<file path="src/hdl/band_relay_pkg.sv">
// Constants shared by the band filter relay driver.
package band_relay_pkg;
	// Frequency is tuned value in Hz, 25 bits covers 0..30 MHz
	localparam int unsigned FREQ_W          = 25;
	localparam int unsigned RELAY_LINES     = 6;
	localparam int unsigned BAND_W          = 4;

	// Lower edges of bands 2..11, in Hz
	localparam logic [24:0] EDGE_B2         = 25'd1800000;
	localparam logic [24:0] EDGE_B3         = 25'd3500000;
	localparam logic [24:0] EDGE_B4         = 25'd7000000;
	localparam logic [24:0] EDGE_B5         = 25'd10100000;
	localparam logic [24:0] EDGE_B6         = 25'd14000000;
	localparam logic [24:0] EDGE_B7         = 25'd18068000;
	localparam logic [24:0] EDGE_B8         = 25'd21000000;
	localparam logic [24:0] EDGE_B9         = 25'd24890000;
	localparam logic [24:0] EDGE_B10        = 25'd28000000;
	localparam logic [24:0] EDGE_B11        = 25'd30000000;

	// Pulse timing
	localparam int unsigned CLK_HZ          = 250000000;
	localparam int unsigned PULSE_MS        = 8;
	localparam int unsigned PULSE_CYCLES    = CLK_HZ / 1000 * PULSE_MS;
	localparam int unsigned CNT_W           = 21;

	// Reset values
	localparam logic [3:0]  BAND_RST        = 4'h0;
	localparam logic [5:0]  HDR_RST         = 6'h00;
	localparam logic [2:0]  RELAY_NONE      = 3'h0;
endpackage : band_relay_pkg

</file>
<file path="src/hdl/band_classifier.sv">
// Frequency to band number and filter relay mapping.
`timescale 1ns/1ps
`default_nettype none
module band_classifier
	import band_relay_pkg::*;
(
	input  wire logic [FREQ_W-1:0] freq_i,
	output logic      [3:0]        band_o,
	output logic      [2:0]        relay_o
);
	always_comb begin
		if (freq_i < EDGE_B2) begin
			band_o  = 4'h1;
			relay_o = 3'h1;
		end else if (freq_i < EDGE_B3) begin
			band_o  = 4'h2;
			relay_o = 3'h1;
		end else if (freq_i < EDGE_B4) begin
			band_o  = 4'h3;
			relay_o = 3'h2;
		end else if (freq_i < EDGE_B5) begin
			band_o  = 4'h4;
			relay_o = 3'h3;
		end else if (freq_i < EDGE_B6) begin
			band_o  = 4'h5;
			relay_o = 3'h3;
		end else if (freq_i < EDGE_B7) begin
			band_o  = 4'h6;
			relay_o = 3'h4;
		end else if (freq_i < EDGE_B8) begin
			band_o  = 4'h7;
			relay_o = 3'h5;
		end else if (freq_i < EDGE_B9) begin
			band_o  = 4'h8;
			relay_o = 3'h5;
		end else if (freq_i < EDGE_B10) begin
			band_o  = 4'h9;
			relay_o = 3'h5;
		end else if (freq_i < EDGE_B11) begin
			band_o  = 4'hA;
			relay_o = 3'h5;
		end else begin
			// Anything at or above 30 MHz stays on the widest filter
			band_o  = 4'hB;
			relay_o = 3'h5;
		end
	end
endmodule : band_classifier
`default_nettype wire

</file>
<file path="src/hdl/band_filter_relay_driver.sv">
// Band relay header and quadrature swap relay pulse sequencer.
`timescale 1ns/1ps
`default_nettype none
// What this block does
// - Below 3.5 MHz: bands 1,2, relay 1
// - 3.5 to 7 MHz: band 3, relay 2
// - 7 to 14 MHz: bands 4,5, relay 3
// - 14 to 18.068 MHz: band 6, relay 4
// - 18.068 MHz up: bands 7-11, relay 5
// - Sixth header line high only in reset phases
// - Set: all lines low, chosen high
// - Set pulse holds 8 ms then low
// - Reset: all lines high, chosen low
// - Reset ends in the new relay's set after 8 ms
// - Band crossing that changes relay triggers pulses
// - Sideband press drives quadrature swap relay
module band_filter_relay_driver
	import band_relay_pkg::*;
#(
	// Pulse length in clocks; shortened only by the bench to keep runs short
	parameter int unsigned PULSE_LEN = PULSE_CYCLES
)
(
	input  wire logic              mclk_i,
	input  wire logic              reset_i,
	input  wire logic [FREQ_W-1:0] freq_i,
	input  wire logic              sideband_press_i,
	output logic      [5:0]        band_relay_header_o,
	output logic                   quadrature_swap_relay_set_o,
	output logic                   quadrature_swap_relay_reset_o,
	output logic                   quadrature_swap_state_o,
	output logic      [3:0]        band_o,
	output logic                   busy_o
);
	typedef enum logic [4:0] {
		ST_IDLE  = 5'b00001,
		ST_RST   = 5'b00010,
		ST_SET   = 5'b00100,
		ST_SWAP  = 5'b01000,
		ST_START = 5'b10000
	} seq_state_e;

	// One-hot header pattern for relay numbers 1..5; relay 6 is never coded
	function automatic logic [5:0] relay_mask(input logic [2:0] num);
		logic [5:0] m;
		m = 6'h00;
		case (num)
			3'h1:    m = 6'h01;
			3'h2:    m = 6'h02;
			3'h3:    m = 6'h04;
			3'h4:    m = 6'h08;
			3'h5:    m = 6'h10;
			default: m = 6'h00;
		endcase
		return m;
	endfunction : relay_mask

	logic [3:0] cls_band;
	logic [2:0] cls_relay;

	band_classifier u_classifier (
		.freq_i  (freq_i),
		.band_o  (cls_band),
		.relay_o (cls_relay)
	);

	seq_state_e       state_r,     state_nxt;
	logic [CNT_W-1:0] cnt_r,       cnt_nxt;
	logic [3:0]       band_r,      band_nxt;
	logic [2:0]       relay_r,     relay_nxt;
	logic [2:0]       old_relay_r, old_relay_nxt;
	logic [5:0]       hdr_r,       hdr_nxt;
	logic             swap_r,      swap_nxt;
	logic             swap_set_r,  swap_set_nxt;
	logic             swap_rst_r,  swap_rst_nxt;
	logic             press_pend_r, press_pend_nxt;
	logic             press_d_r,   press_d_nxt;
	logic             press_edge;
	logic             cnt_done;

	localparam logic [CNT_W-1:0] PULSE_LAST = CNT_W'(PULSE_LEN - 1);

	assign press_edge = sideband_press_i & ~press_d_r;
	assign cnt_done   = (cnt_r == PULSE_LAST);

	always_comb begin
		state_nxt      = state_r;
		cnt_nxt        = cnt_r;
		band_nxt       = band_r;
		relay_nxt      = relay_r;
		old_relay_nxt  = old_relay_r;
		hdr_nxt        = hdr_r;
		swap_nxt       = swap_r;
		swap_set_nxt   = swap_set_r;
		swap_rst_nxt   = swap_rst_r;
		press_d_nxt    = sideband_press_i;
		// Press caught during a pulse is held, not lost
		press_pend_nxt = press_pend_r | press_edge;
		case (state_r)
			ST_START: begin
				// First classification after reset sets the relay without a reset pulse
				band_nxt  = cls_band;
				relay_nxt = cls_relay;
				hdr_nxt   = relay_mask(cls_relay);
				cnt_nxt   = '0;
				state_nxt = ST_SET;
			end
			ST_IDLE: begin
				cnt_nxt = '0;
				if (press_pend_r | press_edge) begin
					press_pend_nxt = 1'b0;
					swap_nxt       = ~swap_r;
					swap_set_nxt   = ~swap_r;
					swap_rst_nxt   = swap_r;
					state_nxt      = ST_SWAP;
				end else if (cls_band != band_r) begin
					band_nxt      = cls_band;
					relay_nxt     = cls_relay;
					old_relay_nxt = relay_r;
					if (cls_relay != relay_r) begin
						// Old relay first: all lines high, its line low
						hdr_nxt   = ~relay_mask(relay_r);
						state_nxt = ST_RST;
					end
					// Same filter for the new band: nothing to pulse
				end
			end
			ST_RST: begin
				cnt_nxt = cnt_r + 1'b1;
				if (cnt_done) begin
					cnt_nxt   = '0;
					hdr_nxt   = relay_mask(relay_r);
					state_nxt = ST_SET;
				end
			end
			ST_SET: begin
				cnt_nxt = cnt_r + 1'b1;
				if (cnt_done) begin
					cnt_nxt   = '0;
					hdr_nxt   = HDR_RST;
					state_nxt = ST_IDLE;
				end
			end
			ST_SWAP: begin
				cnt_nxt = cnt_r + 1'b1;
				if (cnt_done) begin
					cnt_nxt      = '0;
					swap_set_nxt = 1'b0;
					swap_rst_nxt = 1'b0;
					state_nxt    = ST_IDLE;
				end
			end
			default: begin
				state_nxt = ST_IDLE;
				hdr_nxt   = HDR_RST;
			end
		endcase
		// Band changes are seen only in idle, so they wait for the pulse to end
	end

	always_ff @(posedge mclk_i) begin
		if (reset_i) begin
			state_r      <= ST_START;
			cnt_r        <= '0;
			band_r       <= BAND_RST;
			relay_r      <= RELAY_NONE;
			old_relay_r  <= RELAY_NONE;
			hdr_r        <= HDR_RST;
			swap_r       <= 1'b0;
			swap_set_r   <= 1'b0;
			swap_rst_r   <= 1'b0;
			press_pend_r <= 1'b0;
			press_d_r    <= 1'b0;
		end else begin
			state_r      <= state_nxt;
			cnt_r        <= cnt_nxt;
			band_r       <= band_nxt;
			relay_r      <= relay_nxt;
			old_relay_r  <= old_relay_nxt;
			hdr_r        <= hdr_nxt;
			swap_r       <= swap_nxt;
			swap_set_r   <= swap_set_nxt;
			swap_rst_r   <= swap_rst_nxt;
			press_pend_r <= press_pend_nxt;
			press_d_r    <= press_d_nxt;
		end
	end

	assign band_relay_header_o           = hdr_r;
	assign quadrature_swap_relay_set_o   = swap_set_r;
	assign quadrature_swap_relay_reset_o = swap_rst_r;
	assign quadrature_swap_state_o       = swap_r;
	assign band_o                        = band_r;
	assign busy_o                        = (state_r != ST_IDLE);
endmodule : band_filter_relay_driver
`default_nettype wire

</file>
<file path="config.mk">
export PLATFORM = sky130hd
export DESIGN_NAME = band_filter_relay_driver
export DESIGN_NICKNAME = d
export VERILOG_FILES = /design/src/hdl/band_relay_pkg.sv /design/src/hdl/band_classifier.sv /design/src/hdl/band_filter_relay_driver.sv
export SDC_FILE = /design/constraint.sdc
export NUM_CORES = 1
export LEC_CHECK = 0
export BUFFER_PORTS_ARGS = -buffer_cell sky130_fd_sc_hd__buf_2
export CAP_MARGIN = 20
export CELL_PAD_IN_SITES_DETAIL_PLACEMENT = 0
export CELL_PAD_IN_SITES_GLOBAL_PLACEMENT = 2
export CORE_MARGIN = 2
export CORE_UTILIZATION = 36
export DETAILED_ROUTE_END_ITERATION = 16
export PLACE_DENSITY_LB_ADDON = 0.12
export SYNTH_ARGS = -nofsm -noshare
export SYNTH_HDL_FRONTEND = slang
export SYNTH_SLANG_ARGS = --single-unit
export TNS_END_PERCENT = 1
</file>
<file path="constraint.sdc">
create_clock -name mclk_i -period 7.7 [get_ports mclk_i]
set_input_delay 0.385 -clock mclk_i [delete_from_list [all_inputs] [get_ports mclk_i]]
set_output_delay 0.385 -clock mclk_i [all_outputs]
set_load 0.01 [all_outputs]
</file>
Yosys cells after proc, flatten, opt, wreduce, memory -nomap -nowiden
Cells that the tools add are included.

Flip-flop bits (word level): 44. Latch bits: 0. RAM bits: 0. ROM bits: 0. Input bits: 28. Output and inout port bits: 14. Logic and storage cells: 115. Memories: 0.

$add $sub $neg: 1. $mul: 0. Divide/modulo/power cells: 0. Magnitude comparators: 10. Equality and inequality tests: 29. Shifts and indexed selects: 0. Mux-type cells: 47. Bitwise gates (word level): 6. Reduce and logical (&&, ||, !) cells: 12.

Operators by type and width (count): $lt 25x25->1 const B (5); $mux 6 (9); $lt 25x24->1 const B (2); $pmux 5 s5 (2); $mux 4 (11); $pmux 21 s2 (1); $pmux 6 s5 (1); $lt 25x21->1 const B (1); $lt 25x22->1 const B (1); $lt 25x23->1 const B (1); $mux 5 (5); $add 21x1->21 const B (1); $eq 21x21->1 const B (1); $mux 21 (1); $mux 3 (7); $pmux 5 s4 (1); $ne 2x2->1 const B (7); $eq 3x2->1 const B (4); $eq 3x3->1 const B (4); $pmux 4 s2 (1); $eq 3x1->1 const B (2); $ne 3x3->1 const B (2); $not 6->6 (1); $pmux 3 s2 (1); 21 further kinds (33).

Logic depth before layout (Yosys ltp)
Word-level depth: 20. Mapped depth: 11. Mapped depth without buffers: 9.

Hierarchy
A second synthesis with hierarchy kept.

Cells, all modules: 368. Area total of the unflattened synthesis: 2914.0 um^2.

By module, submodules not included: band_filter_relay_driver (times used 1, cells each 262, area an instance 2210.9 um^2, sequential area each 880.8 um^2); band_classifier (times used 1, cells each 106, area an instance 703.2 um^2, sequential area each 0.0 um^2).

Worst setup path before layout
OpenSTA, ideal clock, no wires.

Path type: input port to flip-flop. Start: input freq_i[16]. End: register hdr_r[1] (netlist: band_relay_header_o[1]). Setup time: 0.121 ns. Data arrival time: 2.775 ns. Data required time: 7.579 ns. Slack: 4.804 ns. Stages on the path: 10. Buffers on the path: 1. Path through: buf_2 -> nand2_2 -> or4_1 -> o211ai_2 -> a221oi_2 -> a2111oi_2 -> a311oi_1 -> a211o_1 -> a21oi_4 -> mux2_4.

Longest elaborated chain between the ends: 14. Elaborated cells between the ends (all ways): 38. Those cells by class: order compare: 10; eq/ne: 9; mux: 18; reduce/logical: 1.

RTL lines: start: declaration (line band_filter_relay_driver.sv:26) `input wire logic [FREQ_W-1:0] freq_i,`; $lt 25x25->1 (line band_classifier.sv:39) `end else if (freq_i < EDGE_B11) begin`; $mux 1 (line band_classifier.sv:39); $mux 4 (line band_classifier.sv:36) `end else if (freq_i < EDGE_B10) begin`; $mux 4 (line band_classifier.sv:33) `end else if (freq_i < EDGE_B9) begin`; $mux 4 (line band_classifier.sv:30) `end else if (freq_i < EDGE_B8) begin`; $mux 4 (line band_classifier.sv:27) `end else if (freq_i < EDGE_B7) begin`; $mux 4 (line band_classifier.sv:24) `end else if (freq_i < EDGE_B6) begin`; $mux 4 (line band_classifier.sv:21) `end else if (freq_i < EDGE_B5) begin`; $mux 4 (line band_classifier.sv:18) `end else if (freq_i < EDGE_B4) begin`; $mux 4 (line band_classifier.sv:15) `end else if (freq_i < EDGE_B3) begin`; $mux 4 (line band_classifier.sv:12) `if (freq_i < EDGE_B2) begin`; $ne 4x4->1 (line band_filter_relay_driver.sv:116) `end else if (cls_band != band_r) begin`; $ne 2x2->1 (no line); $reduce_and 6->1 (no line); end signal: assignment (line band_filter_relay_driver.sv:180) `hdr_r <= hdr_nxt;`; end: declaration (line band_filter_relay_driver.sv:72) `logic [5:0] hdr_r, hdr_nxt;`.

Parallel ways exist; a longest one is shown, timed or not. A chain may end at the register's enable or synchronous reset.

Worst setup path in the final report
Start: input freq_i[19]. End: register hdr_r[3] (netlist: band_relay_header_o[3]).

The elaborated chain is that of the path after synthesis.

==> results.toml <==
[cells_and_area]
layout.cell_area.non_filler_sq_um = 3350
final_nets = 453
areaGrowthSynthToFinish_pct = 10.7
fraction_of_layout_instances_using_a_drive_strength_above_1 = 0.144
final-instance-count-excl-fill = 530
antennaDiodeCount = 0

[worst_setup_path]
timing.critical_path.slowest_cell_delay_ns = 0.45
critical_path.startpoint_type = "input pin"
timing.critical_path.max_delay_family = "compound AO/OA/AOI/OAI gates"
critPathKind = "input pin to register"
worst-path-stages = 10
critical_path_required_ns = 7.90
path_cells = "buf_2, o21a_1, or4_1, a22oi_1, a21boi_2, a2111oi_2, a311oi_1, a211o_1, a21oi_4, mux2_4"
critPathCaptureType = "register"
cpMaxStageDelayCell = "a22oi_1"
worst-path-buf-inv = 1
timing.reg2reg.worst_path_depth = 9
worst-path-max-fanout = 13
worst_ep_arrival_time_ns = 3.16

[logic_synthesis]
yosysTopAreaCellShare = 0.291
synth_top_cells_by_area = "dfxtp_1 29%, nor2_1 6.2%, a21oi_1 5.3%"
ys_seq_area_frac = 0.291
yosys_warnings = 0
commonest_register_cell_after_synthesis = "dfxtp_1"
syn-instance-count = 409
ys_async_sr_fraction = 0
synth.distinct_cells = 58
yosys_register_bits = 44
synth-edff-count = 0
area_of_the_mapped_netlist_sq_um = 3030
synth_largest_area_cell = "dfxtp_1"
postSynthAreaPerCell_sq_um = 7.41
synth_nets = 438

[global_routing]
pin_count_of_the_biggest_net_entering_global_routing = 47
first_global_vias = 2647
antenna_found_initial = 0
grt-ovfl-total = 0
global_route_wire_length_before_repair_um = 13400
grt_util_all_layers = 0.183

[drt]
detailroute.via_count = 2985
ant_nets = 0
drc_errors = 0
first_pass_iters = 4
avgViaCountPerCell = 5.63
avgRoutedWirePerCell_um = 15.1
drt_iter0_markers = 140
totalWireLength_um = 8020

[sta]
hold_viol = 0
final_max_slew_viol_count = 0
min_period_ns = 2.97
final-setup-viol-count = 0
grt_setup_unrepaired = "no"
achievable-frequency_mhz = 337
worst_slack_ns = 4.73
final.hold.worst_slack_ns = 0.307
post-route-period-util = 0.385
max_slew.worst_pin.slew_ns = 0.832
clk_skew_ns = 0.00912
slew-limit-headroom = 0.445
fin_setup_tns_ns = 0

[placed_design]
numPortBuffers = 37
place_worst_setup_slack_ns = 4.44
number_of_placed_cells_counting_well_taps = 522
dp_area_sq_um = 3230
post-dp-hpwl_um = 5790
globalplace.congestion = 0.865

[clock_network]
postCtsSetupRepairBufs = 0
cts.path.max_buffers = 2
clock_tree.root_cell = "clkbuf_8"
path_clk_slew_ns = 0.09
hold_buffers = 0
tritoncts = "done"
clkLatencyLatePin_ns = 0.30
cts_buffers = 5
clock-sinks = 44
number_of_gates_given_a_new_drive_strength_after_cts = 0
cts-htree-levels = 2

[die]
std_cell_rows = 33
fp.dieW_um = 95.7
die_footprint_sq_um = 9160
die_h_um = 95.7
ports = 42
design.core.area_sq_um = 8180
start_util = 0.371

[job]
drv.max_cap_violation_count = 0

[pwr]
seqPwrFrac = 0.406
peakVddDrop_mv = 0.108
p_leak_nw = 1.18
share_comb_of_total_power = 0.289
portion_of_total_power_attributed_to_the_clock_network = 0.305
total_switching_power_mw = 0.217
powerDensity_nw_per_um2 = 190
p_int_mw = 0.420
sw_share = 0.341

[run_status]
status = "finished clean"

[hold_path]
hold_crit_depth = 2
holdCritPathClass = "input pin to register"
==> kinds of logic (layout without fill, tap and decap cells) <==
logic type,Yosys count,after routing,share of synthesized area
xor+xnor,7,7,0.0202
compound gates,115,115,0.263
mux,12,12,0.0446
fa+ha+maj,1,1,0.00413
flops,44,44,0.291
buf+inv,37,53,0.0487
simple gates,193,193,0.329
==> cells in the final DEF, fill, tap and decap left out, types with 3 or more instances in the layout <==
cell type,count
nand3_1,23
nor2_1,50
xnor2_1,3
or3_1,6
o21a_1,6
o21bai_1,3
nand2b_1,8
a311oi_1,11
buf_2,37
inv_1,7
o21ai_0,19
nor2b_1,10
nand4b_1,6
nand4_1,4
o211ai_1,3
mux2_4,3
nor4_1,12
a31oi_1,6
a21o_1,5
a32oi_1,3
nor3_1,14
o311ai_0,3
a211oi_1,3
and4_1,4
xor2_1,4
dfxtp_1,44
nand3b_1,3
and3_1,5
mux2i_1,9
and2_1,3
a21oi_1,32
clkbuf_8,6
nand2_1,35
==> flip-flops by register name, summed over array words and instances, names as in the netlist <==
name	flops
relay_r	3
cnt_r	21
quadrature_swap_state_o	1
band_relay_header_o	6
band_o	4
press_d_r	1
quadrature_swap_relay_reset_o	1
quadrature_swap_relay_set_o	1
press_pend_r	1
state_r	5
==> cell type report <==
class	count	area, sq um
Inverter	7	26.3
Timing Repair Buffer	38	193
Clock inverter	2	38.8
Fill cell	833	4820
Sequential cell	44	881
Tap cell	105	131
Multi-Input combinational cell	328	2000
Clock buffer	6	82.6
==> layer usage <==
layer | vias up | track usage | share of wire
met5 | - | 0 | 0
met4 | 0 | 0.0357 | 0.0089
met3 | 6 | 0.0258 | 0.034
met2 | 64 | 0.278 | 0.43
met1 | 1373 | 0.275 | 0.52
li1 | 1542 | - | -
==> stage by stage <==
step | total power, mW | util
detailed placement | 0.449 | 0.395
finish | 0.637 | 0.410
floorplan | 0.401 | -
CTS | 0.645 | 0.410
global placement | 0.448 | 0.395
global route | 0.679 | 0.410
==> synthesized netlist by cell type, types with 2 or more instances <==
cell type  count
clkbuf_1      23
nor3_1        14
a22o_1         2
and4_1         4
nor2_1        50
a311oi_1      11
a21o_1         5
a211oi_1       3
dfxtp_1       44
o21bai_1       3
nand3b_1       3
and2_1         3
or4_1          2
xor2_1         4
a22oi_1        2
o211ai_1       3
o21a_1         6
or3_1          6
and3_1         5
inv_1          7
a31o_2         2
o21ai_0       19
nor4_1        12
or2_2          2
xnor2_1        3
mux2_4         3
nand4_1        4
nand2b_1       8
a21oi_1       32
a32oi_1        3
o221ai_1       2
a31oi_1        6
mux2i_1        9
and3b_1        2
nand2_1       35
buf_2          7
nor2b_1       10
nand3_1       23
nand4b_1       6
o311ai_0       3
==> final timing paths <==
check                                           start                                  end  slack (ns)
setup / recovery                           freq_i[19]  band_relay_header_o[3]$_SDFFE_PP0P_        4.73
hold / removal                       sideband_press_i                 press_d_r$_SDFF_PP0_        0.31
setup reg to reg                cnt_r[0]$_SDFFE_PP0P_  band_relay_header_o[3]$_SDFFE_PP0P_        4.93
hold reg to reg   band_relay_header_o[2]$_SDFFE_PP0P_  band_relay_header_o[2]$_SDFFE_PP0P_        0.47
==> power groups by stage <==
stage	Clock, mW	Combinational, mW	Sequential, mW
3_3_place_gp	0	0.184	0.264
4_1_cts	0.201	0.185	0.259
2_1_floorplan	0	0.136	0.264
5_1_grt	0.208	0.209	0.262
3_5_place_dp	0	0.185	0.264
6_report	0.194	0.184	0.259
No activity file was read; power rests on OpenSTA's default activity.
